### config.mk
export PLATFORM = sky130hd
export DESIGN_NAME = rt_option_config_bits
export DESIGN_NICKNAME = d
export VERILOG_FILES = /design/src/logic/rt_option_pkg.sv /design/src/logic/hold_word_mem.sv /design/src/logic/rt_option_config_bits.sv
export SDC_FILE = /design/constraint.sdc
export NUM_CORES = 1
export LEC_CHECK = 0
export BUFFER_PORTS_ARGS = -buffer_cell sky130_fd_sc_hd__buf_2
export CELL_PAD_IN_SITES_DETAIL_PLACEMENT = 0
export CELL_PAD_IN_SITES_GLOBAL_PLACEMENT = 1
export CORE_MARGIN = 1
export CORE_UTILIZATION = 44
export DETAILED_ROUTE_END_ITERATION = 6
export GPL_TIMING_DRIVEN = 0
export PLACE_DENSITY = 0.7
export SLEW_MARGIN = 10
export SYNTH_ARGS = -nofsm -noshare
export SYNTH_HDL_FRONTEND = slang
export SYNTH_HIERARCHICAL = 1
export SYNTH_SLANG_ARGS = --single-unit
### constraint.sdc
create_clock -name clock -period 6.8 [get_ports clock]
set_input_delay 2.04 -clock clock [delete_from_list [all_inputs] [get_ports clock]]
set_output_delay 2.04 -clock clock [all_outputs]
set_load 0.05 [all_outputs]
### src/logic/rt_option_pkg.sv
// Constants shared by the RT option configuration block and its holding memory.
// Assumes a 16-bit host register port and a word-wide engine interface.
package rt_option_pkg;
  // ==========================================================================
  // Register offsets on the host register port
  localparam logic [7:0] OFS_BUILTIN_TEST_WORD = 8'h1E;
  localparam logic [7:0] OFS_ALTERNATE_TEST_WORD = 8'h1F;
  localparam logic [7:0] OFS_RT_OPTION_CONFIG = 8'h20;
  // ==========================================================================
  // Option bit positions in rt_option_config
  localparam int BIT_BCST_SEPARATE = 8;
  localparam int BIT_SIMPLIFIED_MC = 7;
  localparam int BIT_HOLDING_BUF = 6;
  localparam int BIT_ALT_TEST_WORD = 5;
  // Device-owned bits of builtin_test_word
  localparam int BIT_LAST_MSG_ERROR = 15;
  localparam int BIT_RT_EXEC_SEEN = 14;
  localparam int BIT_COPY_BUSY = 13;
  localparam int HOST_BITS = 13;
  // ==========================================================================
  // Reset values and sizes
  localparam logic OPTION_RESET = 1'b0;
  localparam logic [15:0] WORD_RESET = 16'h0000;
  localparam int HOLD_WORDS = 32;
  localparam int IDX_W = 5;
  localparam int SA_W = 5;
  localparam int WORD_W = 16;
  localparam int BUF_ADDR_W = 1 + SA_W + IDX_W;
  localparam int BANK_BIT = BUF_ADDR_W - 1;
  // ==========================================================================
  // Holding buffer copy states
  typedef enum logic [1:0] {
    COPY_IDLE = 2'b01,
    COPY_RUN = 2'b10
  } copy_state_t;
endpackage : rt_option_pkg

### src/logic/hold_word_mem.sv
// Small holding memory for received data words of one message.
// Assumes one writer and one reader on the same clock; read data is registered.
`timescale 1ns/1ps
module hold_word_mem #(
  parameter int WIDTH = 16,
  parameter int DEPTH = 32,
  parameter int AW = 5
) (
  input wire logic clock,
  input wire logic wr_en,
  input wire logic [AW-1:0] wr_addr,
  input wire logic [WIDTH-1:0] wr_data,
  input wire logic rd_en,
  input wire logic [AW-1:0] rd_addr,
  output logic [WIDTH-1:0] rd_data
);
  // ==========================================================================
  // Storage
  logic [WIDTH-1:0] mem [DEPTH];

  // Write port
  always_ff @(posedge clock) begin
    if (wr_en) begin
      mem[wr_addr] <= wr_data;
    end
  end

  // Registered read port
  always_ff @(posedge clock) begin
    if (rd_en) begin
      rd_data <= mem[rd_addr];
    end
  end
endmodule : hold_word_mem

### src/logic/rt_option_config_bits.sv
// RT option configuration bits: broadcast storage, mode processing, holding buffer
// and test word selection. Assumes the RT message engine on the same clock drives
// the rx, message and mode code strobes, and the host uses the register port.
//
// Summary of operation
// Separate option puts broadcast data in own bank
// Option clear shares broadcast and normal buffer
// Simplified option selects simplified mode command processing
// Holding option collects receive words in 32-word buffer
// Held words copied only after error-free completion
// Host changes holding option only while RT stopped; the write is accepted whatever rt_execution_enable is
// Default selection answers test word at 0x001E
// Alternate selection answers test word at 0x001F
// Default word has device bits; alternate host-only
// All option bits clear after reset
`timescale 1ns/1ps
module rt_option_config_bits
  import rt_option_pkg::*;
#(
  parameter int DEPTH = HOLD_WORDS
) (
  input wire logic clock,
  input wire logic rst,
  input wire logic reg_wr,
  input wire logic reg_rd,
  input wire logic [7:0] reg_addr,
  input wire logic [15:0] reg_wdata,
  output logic [15:0] reg_rdata_q,
  input wire logic rt_execution_enable,
  input wire logic rx_word_valid,
  input wire logic [IDX_W-1:0] rx_word_index,
  input wire logic [SA_W-1:0] rx_subaddr,
  input wire logic rx_broadcast,
  input wire logic [15:0] rx_word_data,
  input wire logic msg_done,
  input wire logic msg_error,
  input wire logic bit_word_req,
  output logic broadcast_separate_store,
  output logic simplified_mode_cmd_en,
  output logic rx_holding_buffer_en,
  output logic alternate_test_word_sel,
  output logic copy_busy_q,
  output logic buf_wr_en_q,
  output logic [BUF_ADDR_W-1:0] buf_wr_addr_q,
  output logic [15:0] buf_wr_data_q,
  output logic bit_word_valid_q,
  output logic [15:0] bit_word_q
);
  // ==========================================================================
  // Declarations
  logic [HOST_BITS-1:0] bit_host_q;
  logic last_err_q;
  logic exec_seen_q;
  logic [15:0] alt_word_q;
  logic [15:0] builtin_word;
  logic [IDX_W:0] hold_cnt_q;
  logic hold_sa_bank_q;
  logic [SA_W-1:0] hold_sa_q;
  copy_state_t state_q;
  logic [IDX_W-1:0] rd_idx_q;
  logic [IDX_W-1:0] copy_idx_q;
  logic copy_pipe_q;
  logic [15:0] hold_rdata;
  logic hold_wr;
  logic copy_go;
  logic [IDX_W:0] copy_cnt_q;

  // Bank select for a broadcast word
  function automatic logic bank_of(input logic bcst, input logic sep);
    return bcst & sep;
  endfunction : bank_of

  // Register decode helper
  function automatic logic hit(input logic [7:0] a, input logic [7:0] ofs);
    return a == ofs;
  endfunction : hit

  // Last index of the held message, latched count minus one
  function automatic logic [IDX_W:0] hold_cnt_copy_last();
    return copy_cnt_q - (IDX_W + 1)'(1);
  endfunction : hold_cnt_copy_last

  // ==========================================================================
  // Option register, cleared by reset
  always_ff @(posedge clock or posedge rst) begin
    if (rst) begin
      broadcast_separate_store <= OPTION_RESET;
      simplified_mode_cmd_en <= OPTION_RESET;
      rx_holding_buffer_en <= OPTION_RESET;
      alternate_test_word_sel <= OPTION_RESET;
    end else if (reg_wr && hit(reg_addr, OFS_RT_OPTION_CONFIG)) begin
      broadcast_separate_store <= reg_wdata[BIT_BCST_SEPARATE];
      simplified_mode_cmd_en <= reg_wdata[BIT_SIMPLIFIED_MC];
      // Changing this with the RT running is undefined; software keeps it stopped
      rx_holding_buffer_en <= reg_wdata[BIT_HOLDING_BUF];
      alternate_test_word_sel <= reg_wdata[BIT_ALT_TEST_WORD];
    end
  end

  // Test word registers; device owns the top bits of the default word
  always_ff @(posedge clock or posedge rst) begin
    if (rst) begin
      bit_host_q <= WORD_RESET[HOST_BITS-1:0];
      alt_word_q <= WORD_RESET;
    end else if (reg_wr) begin
      if (hit(reg_addr, OFS_BUILTIN_TEST_WORD)) begin
        bit_host_q <= reg_wdata[HOST_BITS-1:0];
      end
      if (hit(reg_addr, OFS_ALTERNATE_TEST_WORD)) begin
        alt_word_q <= reg_wdata;
      end
    end
  end

  // Device status bits of the default test word
  always_ff @(posedge clock or posedge rst) begin
    if (rst) begin
      last_err_q <= 1'b0;
      exec_seen_q <= 1'b0;
    end else begin
      exec_seen_q <= rt_execution_enable;
      if (msg_done) begin
        last_err_q <= msg_error;
      end
    end
  end

  assign builtin_word = {last_err_q, exec_seen_q, copy_busy_q, bit_host_q};

  // Host read port, one cycle latency, unmapped reads zero
  always_ff @(posedge clock or posedge rst) begin
    if (rst) begin
      reg_rdata_q <= WORD_RESET;
    end else if (reg_rd) begin
      unique case (reg_addr)
        OFS_BUILTIN_TEST_WORD: reg_rdata_q <= builtin_word;
        OFS_ALTERNATE_TEST_WORD: reg_rdata_q <= alt_word_q;
        OFS_RT_OPTION_CONFIG: begin
          reg_rdata_q <= WORD_RESET;
          reg_rdata_q[BIT_BCST_SEPARATE] <= broadcast_separate_store;
          reg_rdata_q[BIT_SIMPLIFIED_MC] <= simplified_mode_cmd_en;
          reg_rdata_q[BIT_HOLDING_BUF] <= rx_holding_buffer_en;
          reg_rdata_q[BIT_ALT_TEST_WORD] <= alternate_test_word_sel;
        end
        default: reg_rdata_q <= WORD_RESET;
      endcase
    end
  end

  // ==========================================================================
  // Transmit BIT word answer, selected by the alternate option
  always_ff @(posedge clock or posedge rst) begin
    if (rst) begin
      bit_word_valid_q <= 1'b0;
      bit_word_q <= WORD_RESET;
    end else begin
      bit_word_valid_q <= bit_word_req;
      if (bit_word_req) begin
        bit_word_q <= alternate_test_word_sel ? alt_word_q : builtin_word;
      end
    end
  end

  // ==========================================================================
  // Holding buffer fill and count
  assign hold_wr = rx_word_valid && rx_holding_buffer_en;
  assign copy_go = msg_done && !msg_error && rx_holding_buffer_en
    && (hold_cnt_q != '0) && (state_q == COPY_IDLE);

  always_ff @(posedge clock or posedge rst) begin
    if (rst) begin
      hold_cnt_q <= '0;
      hold_sa_q <= '0;
      hold_sa_bank_q <= 1'b0;
    end else if (msg_done) begin
      hold_cnt_q <= '0; // Erroneous message words are dropped here
    end else if (hold_wr) begin
      hold_cnt_q <= {1'b0, rx_word_index} + (IDX_W + 1)'(1);
      hold_sa_q <= rx_subaddr;
      hold_sa_bank_q <= bank_of(rx_broadcast, broadcast_separate_store);
    end
  end

  hold_word_mem #(
    .WIDTH(WORD_W),
    .DEPTH(DEPTH),
    .AW(IDX_W)
  ) u_hold (
    .clock(clock),
    .wr_en(hold_wr),
    .wr_addr(rx_word_index),
    .wr_data(rx_word_data),
    .rd_en(state_q == COPY_RUN),
    .rd_addr(rd_idx_q),
    .rd_data(hold_rdata)
  );

  // Copy engine: drain held words into the subaddress buffer
  always_ff @(posedge clock or posedge rst) begin
    if (rst) begin
      state_q <= COPY_IDLE;
      rd_idx_q <= '0;
      copy_busy_q <= 1'b0;
    end else begin
      unique case (state_q)
        COPY_IDLE: begin
          rd_idx_q <= '0;
          if (copy_go) begin
            state_q <= COPY_RUN;
            copy_busy_q <= 1'b1;
          end else begin
            copy_busy_q <= copy_pipe_q;
          end
        end
        COPY_RUN: begin
          rd_idx_q <= rd_idx_q + IDX_W'(1);
          if ({1'b0, rd_idx_q} == hold_cnt_copy_last()) begin
            state_q <= COPY_IDLE;
          end
        end
      endcase
    end
  end

  // Latched count, copy pipeline flag and index of the word being written
  always_ff @(posedge clock or posedge rst) begin
    if (rst) begin
      copy_cnt_q <= '0;
      copy_pipe_q <= 1'b0;
      copy_idx_q <= '0;
    end else begin
      if (copy_go) begin
        copy_cnt_q <= hold_cnt_q;
      end
      copy_pipe_q <= (state_q == COPY_RUN);
      copy_idx_q <= rd_idx_q;
    end
  end

  // ==========================================================================
  // Buffer write port: direct words or copied held words
  always_ff @(posedge clock or posedge rst) begin
    if (rst) begin
      buf_wr_en_q <= 1'b0;
      buf_wr_addr_q <= '0;
      buf_wr_data_q <= WORD_RESET;
    end else if (copy_pipe_q) begin
      buf_wr_en_q <= 1'b1;
      buf_wr_addr_q <= {hold_sa_bank_q, hold_sa_q, copy_idx_q};
      buf_wr_data_q <= hold_rdata;
    end else if (rx_word_valid && !rx_holding_buffer_en) begin
      buf_wr_en_q <= 1'b1;
      buf_wr_addr_q <= {bank_of(rx_broadcast, broadcast_separate_store),
        rx_subaddr, rx_word_index};
      buf_wr_data_q <= rx_word_data;
    end else begin
      buf_wr_en_q <= 1'b0;
    end
  end
endmodule : rt_option_config_bits

# Yosys cells after proc, flatten, opt, wreduce, memory -nomap -nowiden

Memory sizes are Yosys's and may differ from the RTL's. A register that Yosys moved wholly into a read port is not among the register bits.
Index checks and enable logic that the tools add are counted.

Divide/modulo/power cells: 0
Equal/unequal tests: 8
Add/sub/neg operators: 3
Mux-type cells: 17
Reductions and logical operators: 16
Shift operators: 0
Bitwise gates (word level): 2
$lt $le $gt $ge: 0
$mul: 0

Operators with widths:

| kind                                                                | number |
|---|---|
| 16-bit two-way mux                                                  | 3 |
| 16-bit one-hot mux with 3 select lines                              | 1 |
| 11-bit two-way mux                                                  | 2 |
| 8-bit by 5-bit == test with 1-bit output (second input constant)    | 2 |
| 6-bit two-way mux                                                   | 2 |
| 5-bit one-hot mux with 2 select lines                               | 1 |
| 8-bit by 6-bit == test with 1-bit output (second input constant)    | 1 |
| 2-bit AND reduction                                                 | 4 |
| 1-bit logical AND                                                   | 7 |
| 5-bit by 1-bit adder with 6-bit output (second input constant)      | 1 |
| 5-bit by 6-bit == test with 1-bit output                            | 1 |
| 6-bit nonzero test                                                  | 1 |
| 6-bit by 1-bit subtractor with 6-bit output (second input constant) | 1 |
| 5-bit by 1-bit adder with 5-bit output (second input constant)      | 1 |
| 1-bit two-way mux                                                   | 5 |
| 2-bit two-way mux                                                   | 2 |
| 2-bit inequality test (second input constant)                       | 2 |
| 2-bit one-hot mux with 2 select lines                               | 1 |
| 2-bit nonzero test                                                  | 2 |
| 2-bit by 1-bit == test with 1-bit output (second input constant)    | 1 |
| 2-bit == test (second input constant)                               | 1 |
| 1-bit zero test                                                     | 2 |
| 1-bit bitwise AND                                                   | 1 |
| 1-bit inverter                                                      | 1 |

Bits in registers: 128
Output and inout port bits: 66
Input bits: 60
Bits in read-only memories: 0
RAM bits: 512
Logic and storage cells: 70
Latch bits: 0
Memories: 1

Memories:

| name       | depth | bits a word | read ports | clocked after memory_dff | write ports | line                | source |
|---|---|---|---|---|---|---|---|
| u_hold.mem | 32    | 16          | 1          | 1                        | 1           | hold_word_mem.sv:19 | `logic [WIDTH-1:0] mem [DEPTH];` |

# Longest topological paths before layout

Gate-level depths: netlist of run 1.

Word-level depth: 7
Depth in mapped cells: 8
Mapped depth without buffers: 6

# Hierarchy

Netlist of run 1, hierarchy kept.

By module, submodules not included:

| module                | times used | area each (µm²) | cells an instance | seq. area each (µm²) |
|---|---|---|---|---|
| hold_word_mem         | 1          | 20,696.1        | 1,143             | 15,855.2 |
| rt_option_config_bits | 1          | 5,624.1         | 476               | 3,204.3 |

# Least setup slack after synthesis of run 1

OpenSTA, ideal clock, no wires.

Kind: in2reg
From: in rx_word_valid
To: mem u_hold.mem[12][0] (enable)
Required time: 6.412 ns
Arrival time: 3.906 ns
Buffers on the path: 2
Cell stages on the path: 6
Library setup time: 0.388 ns
Path slack: 2.505 ns
Cells stage by stage: nand2_1 inv_1 clkbuf_1 or3b_2 clkbuf_1 nor2_1

Cells in the longest elaborated chain, start to end: 3

RTL lines:

| what                                    | line                         | source |
|---|---|---|
| start, declared                         | rt_option_config_bits.sv:30  | `input wire logic rx_word_valid,` |
| 1-bit logical AND                       | rt_option_config_bits.sv:166 | `assign hold_wr = rx_word_valid && rx_holding_buffer_en;` |
| via hold_wr                             | rt_option_config_bits.sv:64  | `logic hold_wr;` |
| 1-bit two-way mux                       | hold_word_mem.sv:23          | `if (wr_en) begin` |
| 1-bit two-way mux (not written as such) | hold_word_mem.sv:24          | `mem[wr_addr] <= wr_data;` |
| end, declared                           | hold_word_mem.sv:19          |  |

The timed path passes the listed nets, and every way through them passes these cells.

# Worst setup path after layout of run 1

From: in rx_word_valid
To: mem u_hold.mem[10][11] (enable)

The elaborated chain is that of the path after synthesis.

==> results of run 1 <==
==> cell type report <==
class	instances	area, sq um
fillers	4890	28660
flip-flops and latches	656	19060
inverters	21	83.83
repair buffers	142	890.9
diodes	1	2.502
plain buffers	93	674.4
clock inverters	27	176.4
multi-input cells	849	6588
well taps	773	967.2
clock buffers	98	1918
==> final timing paths <==
kind	from	endpoint	slack (ns)	cells after the start
worst max-delay path	rx_word_valid	u_hold/mem[10][11]	2.30	6
max in group asynchronous	rst	reg_rdata_q[9]	4.55	3
worst min-delay path	u_hold/rd_data[10]	buf_wr_data_q[10]	0.45	2
worst min register to register	u_hold/rd_data[10]	buf_wr_data_q[10]	0.45	2
worst max register to register	rx_holding_buffer_en	u_hold/mem[10][11]	3.34	5
min in group asynchronous	rst	hold_cnt_q[5]	1.51	2
==> cell usage in the layout, fill, tap and decap left out, types with 13 or more instances in the layout <==
cell,synthesis,layout
clkbuf_16,0,71
nand3_1,39,39
nor3_1,18,18
clkinv_2,0,13
a22oi_1,64,64
nand2_1,80,80
nor2_2,0,32
a22o_1,32,32
inv_1,21,20
nand4_1,16,16
a21oi_1,56,56
buf_6,7,13
mux2i_1,302,302
clkbuf_1,28,51
buf_8,6,18
nor2_1,66,34
o21ai_0,28,28
dfrtp_1,127,127
edfxtp_1,528,528
buf_4,20,20
mux2_2,47,47
a31oi_1,18,18
buf_2,26,149
==> stage by stage <==
stage | TNS (ns) | util | total power [mW] | setup slack, ns | cells
after floorplan | 0 | - | 4.607 | 1.349 | 1619
after global placement | -6.703 | 0.4728 | 4.738 | -0.05809 | 2515
after detailed placement | 0 | 0.4789 | 4.751 | 1.788 | 2534
after CTS | 0 | 0.5144 | 8.240 | 2.408 | 2659
after global routing | 0 | 0.5144 | 8.413 | 2.207 | 2659
final | 0 | 0.5144 | 8.157 | 2.295 | 2660
==> routing by layer <==
layer,GRT usage,vias to the layer above,part of all wire
met5,0,-,0
li1,-,6662,-
met1,0.3186,7569,0.45
met2,0.3306,534,0.45
met3,0.04619,93,0.077
met4,0.07117,0,0.024
==> worst register-to-register path, stage by stage, from the launching register on <==
cell and delay (ns):
dfrtp_1 0.44, nand2_1 0.16, inv_1 0.10, clkbuf_1 0.49, nand3b_1 0.83, nor2_2 1.06
==> report_power, final <==
| group | leakage, nW | internal [mW] | switching, mW |
|---|---|---|---|
| combinational | 5.10 | 0.0672 | 0.203 |
| sequential | 6.41 | 4.37 | 0.0194 |
| clock | 1.03 | 2.01 | 1.48 |
| total | 12.5 | 6.45 | 1.71 |
==> state kept, by name, indices dropped and copies added, names as in the netlist, 2 cells and up <==
name,cells
bit_word_q,16
bit_host_q,13
copy_cnt_q,6
alt_word_q,16
reg_rdata_q,16
rd_idx_q,5
state_q,2
buf_wr_addr_q,11
u_hold/rd_data,16
u_hold/mem,512
hold_cnt_q,6
hold_sa_q,5
buf_wr_data_q,16
copy_idx_q,5
==> cell families after synthesis <==
family	after synthesis	share of synthesized area
fa+ha+maj	3	0.001426
simple gates	252	0.04507
mux	359	0.1407
compound gates	221	0.05543
xor+xnor	14	0.004659
flops	656	0.7241
buf+inv	114	0.02862
==> results by group, run 1 <==
Run status
  • Outcome: complete, no violations

Clock tree
  • Clk_lat worst skew: 0.60 ns
  • Postcts setup bufs: 0
  • Total CTS buffers: 69
  • Htree depth: 3
  • Clk sinks: 656
  • Clock buffer depth: 3
  • Hold-fix buffers at CTS: 0
  • CTS tree: yes
  • Root buffer cell: clkbuf_16
  • CTS resizes: 0
  • Clk slew on worst S/H paths: roughly 0.06 ns

Synth
  • Top FF cell, synth: edfxtp_1
  • Synth Instances: 1,619
  • Top-area cell type share of the netlist area: 0.6024
  • YS warnings: 6
  • Syn nets: 1,682
  • Synth cell count leaders: edfxtp_1 (528), mux2i_1 (302), dfrtp_1 (127), nand2_1 (80), nor2_1 (66)
  • Post-synthesis sequential area ratio: 0.7241
  • Top post-synthesis cells by area: edfxtp_1 (60%), dfrtp_1 (12%), mux2i_1 (11%), mux2_2 (2.0%), a22oi_1 (1.8%)
  • Flops & latches, synth: 656
  • Avg Cell Area, Syn: 16.26 sq um
  • Mapped Area: 0.02632 sq mm
  • Synth cell types: 48
  • Most frequent cell after synthesis: edfxtp_1
  • Post-synth top area cell: edfxtp_1
  • Number of enable flip-flop cells after synthesis: 528
  • Ys async rst share: 0.1951

Worst setup path
  • Cell family with most CP delay: simple AND/OR/NAND/NOR gates
  • CP max stage delay: 1.06 ns
  • Worst Path Buf+Inv: 3
  • Slowest CP cell: nor2_2
  • Critical Path RT: 7.02 ns
  • Startpoint Class: input pin
  • Critical Path End Type: flip-flop
  • Critical Path AT: approximately 4.7 ns
  • CP Cell Sequence: buf_2, nand2_1, inv_1, clkbuf_1, nand3b_1, nor2_2
  • CP Class: input pin to flip-flop
  • CP Max Fanout: 16

Die
  • Core region area: 0.05902 sq mm
  • Initial core utilization: 0.4460
  • Die Span Y: 246.6 um
  • Die area: a little over 0.06 sq mm
  • Die width: 246.6 um
  • Ports: 126
  • Row count: 89

Timing
  • Setup-failing EPs final: 0
  • Worst-Margin Slew: roughly 1.0 ns
  • Final Cycle Share: 0.6625
  • Setup Skew: just over 0.02 ns
  • Min Tclk post-route: between 4 and 5 ns
  • Unrepaired setup endpoints after global routing: false
  • Hold Fails Final Rpt: 0
  • Max frequency: 222.0 MHz
  • Worst hold slack: 0.4455 ns
  • Fin. max-slew vios: 0
  • Relative slew slack: 0.3196

Hold path
  • Worst min path class: flip-flop to flip-flop

Route
  • DRT Pass-1 Iters: 5
  • Wire per inst: 24.79 um
  • Vias per cell: 5.586
  • Routed WL: 65,940 um
  • DR iter-0 viols: ~1,300
  • Detail Route Antenna Nets: 0
  • DRC viols: 0
  • Vias: 14,860

Finish
  • Finished Cell Area: just over 0.03 sq mm
  • Area Growth Syn to Fin: 15.35%
  • Share of cells above drive strength 1: 0.2121
  • Nets: 1,895

Placed design
  • Placement Cell Area: 0.02826 sq mm
  • Input/output buffers: 123
  • Dpl hpwl: around 43,000 um
  • GP Congestion: 0.8870

Global route
  • Antenna violations before repair: 0
  • Global-route wire length before repair: between 90,000 and 100,000 um
  • Global route total overflow: 0
  • GRT Resource Usage Total: 0.2201
  • Largest net degree at the start of global routing: 69
  • Vias in the first global route: 14,490

Pwr
  • Max VDD drop: about 190 uV
  • Leakage: roughly 13 nW
  • PD cells: 268.7 mW/mm^2

Run
  • Max-cap violations: 0
(Power assumes the default switching activity.)
==> inputs of run 2 (changes only) <==
Clock period 6.8 ns to 4.6 ns, I/O delays scaled along.
==> results by group, run 2 (synthesis results as in run 1) <==
Run
  • Max-cap violations: 0 (unchanged)

Global route
  • Antenna violations before repair: 0 (unchanged)
  • Vias in the first global route: 14,590 (+0.70%)
  • Global-route wire length before repair: 97,270 um (+1.3%)
  • Largest net degree at the start of global routing: 40 (-42%)
  • GRT Resource Usage Total: 0.2218 (+0.001759)
  • Global route total overflow: 0 (unchanged)

Timing
  • Worst-Margin Slew: 1.004 ns (-0.01627 ns)
  • Final Cycle Share: 0.8032
  • Min Tclk post-route: 3.695 ns
  • Fin. max-slew vios: 0 (unchanged)
  • Max frequency: 270.7 MHz
  • Setup-failing EPs final: 0 (unchanged)
  • Relative slew slack: 0.3297 (+0.01012)
  • Worst setup margin: 0.9054 ns (-1.390 ns)
  • Setup Skew: 0.02291 ns (+0.002528 ns)
  • Hold Fails Final Rpt: 0 (unchanged)
  • Unrepaired setup endpoints after global routing: false

Clock tree
  • Root buffer cell: clkbuf_16
  • Clk_lat worst skew: 0.60 ns (about the same)
  • CTS resizes: 0 (unchanged)
  • Clock buffer depth: 3 (unchanged)
  • Postcts setup bufs: 0 (unchanged)
  • Htree depth: 3 (unchanged)
  • Total CTS buffers: 69 (unchanged)
  • Hold-fix buffers at CTS: 0 (unchanged)
  • CTS tree: yes
  • Clk sinks: 656 (unchanged)
  • Clk slew on worst S/H paths: 0.06 ns (about the same)

Die
  • Die Span Y: 246.6 um (unchanged)
  • Die area: 0.06080 sq mm (unchanged)
  • Ports: 126 (unchanged)
  • Die width: 246.6 um (unchanged)
  • Row count: 89 (unchanged)
  • Core region area: 0.05902 sq mm (unchanged)
  • Initial core utilization: 0.4460 (unchanged)

Worst setup path
  • Reg2reg setup slack: 1.27 ns (-2.07 ns)
  • Reg2Reg Depth: 5 (unchanged)
  • CP Max Fanout: 16 (unchanged)
  • Critical Path AT: 3.91 ns (-0.81 ns)
  • Critical R2R Launch: rx_holding_buffer_en
  • Critical Path End Type: flip-flop
  • Critical Path RT: 4.81 ns (-2.21 ns)
  • Reg-to-Reg End: u_hold/mem[14][13]
  • Startpoint Class: input pin
  • CP Class: input pin to flip-flop

Finish
  • Fill count: 4,852 (-0.78%)
  • Util after Layout: 0.5147 (about the same)
  • Share of cells above drive strength 1: 0.2082 (-0.003932)
  • Nets: 1,897 (+0.11%)
  • Most common cell after layout, fill and taps aside: edfxtp_1
  • Most frequent cells in the layout: edfxtp_1 (528), mux2i_1 (302), buf_2 (149), dfrtp_1 (127), nand2_1 (80)
  • Area Growth Syn to Fin: 15.42% (about the same)
  • Register with the most flip-flops: u_hold/mem
  • Max reg flops: 512 (unchanged)
  • Finished Cell Area: 0.03038 sq mm (about the same)

Route
  • DRC viols: 0 (unchanged)
  • Vias per cell: 5.621 (+0.62%)
  • Wire per inst: 25.05 um (+1.1%)
  • Routed WL: 66,700 um (+1.1%)
  • Vias: 14,960 (+0.70%)
  • DR iter-0 viols: 1,370 (+4.5%)
  • Detail Route Antenna Nets: 0 (unchanged)
  • DRT Pass-1 Iters: 5 (unchanged)

Placed design
  • Dpl ws: 0.2415 ns (-1.546 ns)
  • GP Congestion: 0.9040 (+1.9%)
  • Dpl hpwl: 43,230 um (+0.73%)
  • Input/output buffers: 123 (unchanged)
  • Placement Cell Area: 0.02829 sq mm (about the same)

Hold path
  • Min-Delay Endpoint: buf_wr_data_q[4]
  • Hold path start: u_hold/rd_data[4]
  • Worst min path class: flip-flop to flip-flop
  • Hold path cells: 2 (unchanged)

Pwr
  • Max VDD drop: 279.8 uV (+50%)
  • Leakage: 12.53 nW (-0.12%)
  • PD cells: 397.6 mW/mm^2 (+48%)

Run status
  • Outcome: complete, no violations
-- run 2: cell count changes in the layout (fill, tap and decap cells not counted) --
| cell | change |
|---|---|
| buf_6 | +2 |
| buf_8 | -2 |
| buf_16 | -1 |
| clkinv_2 | -9 |
| clkbuf_1 | +2 |
| clkinvlp_4 | +2 |
| clkbuf_16 | +1 |
| clkbuf_8 | -2 |
| clkinv_4 | +1 |
| buf_12 | +3 |
| inv_6 | -2 |
| clkinv_1 | +7 |
-- run 2: worst max-delay path by stage --
stage / cells after the start / endpoint / slack, ns / from
after floorplan: 6 / u_hold/mem[12][0] / 0.97 / rx_word_valid
after global placement: 7 / u_hold/mem[12][0] / -0.07 / rx_word_valid
after detailed placement: 6 / u_hold/mem[14][14] / 0.24 / rx_word_valid
after CTS: 6 / u_hold/mem[14][11] / 0.87 / rx_word_valid
after global routing: 6 / u_hold/mem[14][13] / 0.77 / rx_word_valid
final: 6 / u_hold/mem[14][13] / 0.91 / rx_word_valid
-- run 2: power by group --
| group | internal [mW] | switching [mW] | total [mW] | leakage (nW) |
|---|---|---|---|---|
| clock | 2.97 | 2.21 | 5.18 | 1.01 |
| sequential | 6.47 | 0.0288 | 6.50 | 6.41 |
| combinational | 0.102 | 0.303 | 0.405 | 5.11 |
| total | 9.54 | 2.54 | 12.1 | 12.5 |
-- run 2: area by class of cell --
cell class	instances	area [sq um]	share of cell area
Clock buffer	99	1923	0.06331
Multi-Input combinational cell	849	6588	0.2169
Clock inverter	26	165.2	0.005437
Antenna cell	1	2.502	0.00008238
Timing Repair Buffer	144	915.9	0.03015
Sequential cell	656	19060	0.6274
Tap cell	773	967.2	0.03184
Inverter	21	82.58	0.002718
Buffer	93	674.4	0.02220
-- run 2: critical path, cell delays in order --
cell      delay (ns)
buf_2           0.08
nand2_1         0.09
inv_1           0.09
clkbuf_1        0.44
nand3b_1        0.76
nor2_2          1.05
-- run 2: metal layers --
| layer | global-route usage | part of all wire | up-vias |
|---|---|---|---|
| li1 | - | - | 6651 |
| met1 | 0.3293 | 0.46 | 7679 |
| met2 | 0.3334 | 0.45 | 529 |
| met3 | 0.03976 | 0.071 | 103 |
| met4 | 0.06245 | 0.025 | 0 |
| met5 | 0 | 0 | - |
-- run 2: per-stage QoR --
step / setup TNS (ns) / hold slack [ns] / power, mW / std cells
6_report: 0 / 0.4529 / 12.08 / 2662
2_1_floorplan: 0 / 0.4294 / 6.810 / 1619
4_1_cts: 0 / 0.4584 / 12.19 / 2661
3_3_place_gp: -1.526 / 0.4462 / 7.005 / 2515
5_1_grt: 0 / 0.4848 / 12.44 / 2661
3_5_place_dp: 0 / 0.4485 / 7.027 / 2536
==> inputs of run 3 (changes only) <==
Settings changed: ABC_AREA set to 1, PLACE_DENSITY 0.7 to 0.77.
Clock period 4.6 ns to 3.05 ns, I/O delays scaled along.
==> results by group, run 3 <==
Synth
  • Most frequent cell after synthesis: nand2_1
  • Synth Instances: 2,476 (+53%)
  • Number of enable flip-flop cells after synthesis: 528 (unchanged)
  • Top post-synthesis cells by area: edfxtp_1 (58%), nand2_1 (14%), dfrtp_1 (12%), nand3_1 (8.0%), nor2_1 (1.2%)
  • Post-synthesis sequential area ratio: 0.7026 (-0.02151)
  • Syn nets: 2,539 (+51%)
  • YS warnings: 6 (unchanged)
  • Synth cell count leaders: nand2_1 (978), edfxtp_1 (528), nand3_1 (432), dfrtp_1 (127), nor2_1 (86)
  • Flops & latches, synth: 656 (unchanged)
  • Ys async rst share: 0.1951 (unchanged)
  • Synth cell types: 38 (-21%)
  • Mapped Area: 0.02713 sq mm (+3.1%)
  • Top-area cell type share of the netlist area: 0.5845 (-0.01789)
  • Post-synth top area cell: edfxtp_1
  • Top FF cell, synth: edfxtp_1
  • Avg Cell Area, Syn: 10.96 sq um (-33%)

Pwr
  • Max VDD drop: 635.9 uV (+130%)
  • PD cells: 601.7 mW/mm^2 (+51%)
  • Leakage: 12.57 nW (+0.39%)

Global route
  • GRT Resource Usage Total: 0.2652 (+0.04338)
  • Vias in the first global route: 18,990 (+30%)
  • Global-route wire length before repair: 121,300 um (+25%)
  • Global route total overflow: 0 (unchanged)
  • Antenna violations before repair: 1 (+1)
  • Largest net degree at the start of global routing: 40 (unchanged)

Finish
  • Area Growth Syn to Fin: 16.66%
  • Most common cell after layout, fill and taps aside: nand2_1
  • Share of cells above drive strength 1: 0.1472 (-0.06100)
  • N_diodes: 0 (-1)
  • Nets: 2,769 (+46%)
  • Finished Cell Area: 0.03165 sq mm (+4.2%)
  • Fill count: 5,293 (+9.1%)
  • Max reg flops: 512 (unchanged)
  • Register with the most flip-flops: u_hold/mem
  • Most frequent cells in the layout: nand2_1 (978), edfxtp_1 (528), nand3_1 (432), buf_2 (164), dfrtp_1 (127)

Timing
  • Hold Fails Final Rpt: 0 (unchanged)
  • Unrepaired setup endpoints after global routing: false
  • Relative slew slack: 0.3383 (+0.008586)
  • Setup-failing EPs final: 0 (unchanged)
  • Post-Route Setup TNS: 0 ns (unchanged)
  • Final Cycle Share: 0.8930
  • Worst-Margin Slew: 0.9926 ns (-0.01180 ns)
  • Worst hold slack: 0.3781 ns (-0.07479 ns)
  • Fin. max-slew vios: 0 (unchanged)
  • Setup Skew: 0.02207 ns (-0.0008476 ns)
  • Max frequency: around 370 MHz
  • Min Tclk post-route: 2.724 ns

Placed design
  • GP Congestion: 0.9345 (+3.4%)
  • Input/output buffers: 124 (+0.81%)
  • Placement Cell Area: 0.02935 sq mm (+3.7%)
  • Dpl hpwl: 55,640 um (+29%)

Route
  • Detail Route Antenna Nets: 0 (unchanged)
  • Routed WL: 81,910 um (+23%)
  • Vias per cell: 5.490 (-2.3%)
  • Wire per inst: 23.13 um (-7.7%)
  • DRT Pass-1 Iters: 5 (unchanged)
  • DRC viols: 0 (unchanged)
  • DR iter-0 viols: 2,126 (+55%)
  • Vias: 19,440 (+30%)

Die
  • Die area: 0.06265 sq mm (+3.0%)
  • Row count: 90 (+1.1%)
  • Initial core utilization: 0.4477 (+0.001787)
  • Die width: 250.3 um (+1.5%)
  • Core region area: 0.06058 sq mm (+2.6%)
  • Die Span Y: 250.3 um (+1.5%)
  • Ports: 126 (unchanged)

Worst setup path
  • CP Max Fanout: 9 (-7)
  • Critical Path End Type: flip-flop
  • Critical Path RT: 3.35 ns (-1.46 ns)
  • Critical Path AT: 3.02 ns (-0.89 ns)
  • CP Class: flip-flop to flip-flop
  • Startpoint Class: flip-flop

Clock tree
  • Clock buffer depth: 3 (unchanged)
  • Clk sinks: 656 (unchanged)
  • Total CTS buffers: 70 (+1.4%)
  • Clk_lat worst skew: 0.61 ns (about the same)
  • Clk slew on worst S/H paths: 0.06 ns (about the same)
  • Root buffer cell: clkbuf_16
  • Postcts setup bufs: 0 (unchanged)
  • CTS resizes: 0 (unchanged)
  • Htree depth: 3 (unchanged)
  • CTS tree: yes
  • Hold-fix buffers at CTS: 0 (unchanged)

Hold path
  • Worst min path class: input pin to async pin

Run
  • Max-cap violations: 0 (unchanged)

Run status
  • Outcome: complete, no violations
[run 3: changes by cell type after synthesis, sizes merged, moves of 14 or more]
cell / delta
a21oi: -51
a22o: -32
a22oi: -64
a31oi: +14
buf: +35
inv: +48
mux2: -57
mux2i: -302
nand2: +901
nand3: +392
nor2: +22
nor3: -15
o21ai: +17
[run 3: final timing paths]
path                                 startpoint           endpoint  slack [ns]  cells past startpoint
min reg2reg                      reg_rdata_q[6]     reg_rdata_q[6]        0.47                      2
max in group asynchronous                   rst         state_q[0]        1.77                      4
max reg2reg                rx_holding_buffer_en  u_hold/mem[31][3]        0.33                      5
min in group clock          rt_execution_enable        exec_seen_q        0.43                      1
max                        rx_holding_buffer_en  u_hold/mem[31][3]        0.33                      5
min                                         rst      bit_host_q[8]        0.38                      2
[run 3: power breakdown]
group	total [mW]	internal (mW)	switching, mW
logic	0.666	0.135	0.531
clock network	8.52	5.04	3.47
registers	9.86	9.80	0.0588
total	19.0	15.0	4.06
[run 3: cells by family (layout without fill, tap and decap cells)]
| family | count (synthesis) | count (layout) | synth area share |
|---|---|---|---|
| simple gates | 1513 | 1513 | 0.2317 |
| flops | 656 | 656 | 0.7026 |
| buf+inv | 205 | 488 | 0.04248 |
| compound gates | 97 | 97 | 0.02117 |
| fa+ha+maj | 3 | 3 | 0.001384 |
| xor+xnor | 2 | 2 | 0.0006459 |
[run 3: final cells by class]
class / count / area, sq um / share of cell area
sequential: 656 / 19060 / 0.6023
clock inverter: 34 / 384.1 / 0.01214
inverter: 70 / 271.5 / 0.008580
clock buffer: 91 / 1914 / 0.06049
buffer: 135 / 884.6 / 0.02795
timing repair buffer: 158 / 1156 / 0.03653
tap: 782 / 978.4 / 0.03092
multi-input combinational: 1615 / 6997 / 0.2211
[run 3: metrics by stage]
stage / util / total power [mW] / std cells / worst slack, ns
after floorplan: - / 10.33 / 2476 / 0.5546
after global placement: 0.4742 / 10.67 / 3382 / -0.7262
after detailed placement: 0.4844 / 10.71 / 3416 / -0.1013
after CTS: 0.5223 / 19.17 / 3541 / 0.3713
after global routing: 0.5223 / 19.56 / 3541 / 0.2990
final: 0.5223 / 19.04 / 3541 / 0.3264
[run 3: metal layers]
layer,wire [um],global-route usage,up-vias
met5,0,0,-
li1,-,-,8932
met4,3416,0.1082,0
met3,6629,0.04718,169
met1,32420,0.3431,9429
met2,39440,0.4421,911
[run 3: critical path, stage by stage (launching register included)]
cell,delay (ns)
dfrtp_1,0.46
nand2_1,0.10
inv_1,0.24
nand3_1,0.53
nor2_2,0.84
buf_8,0.25
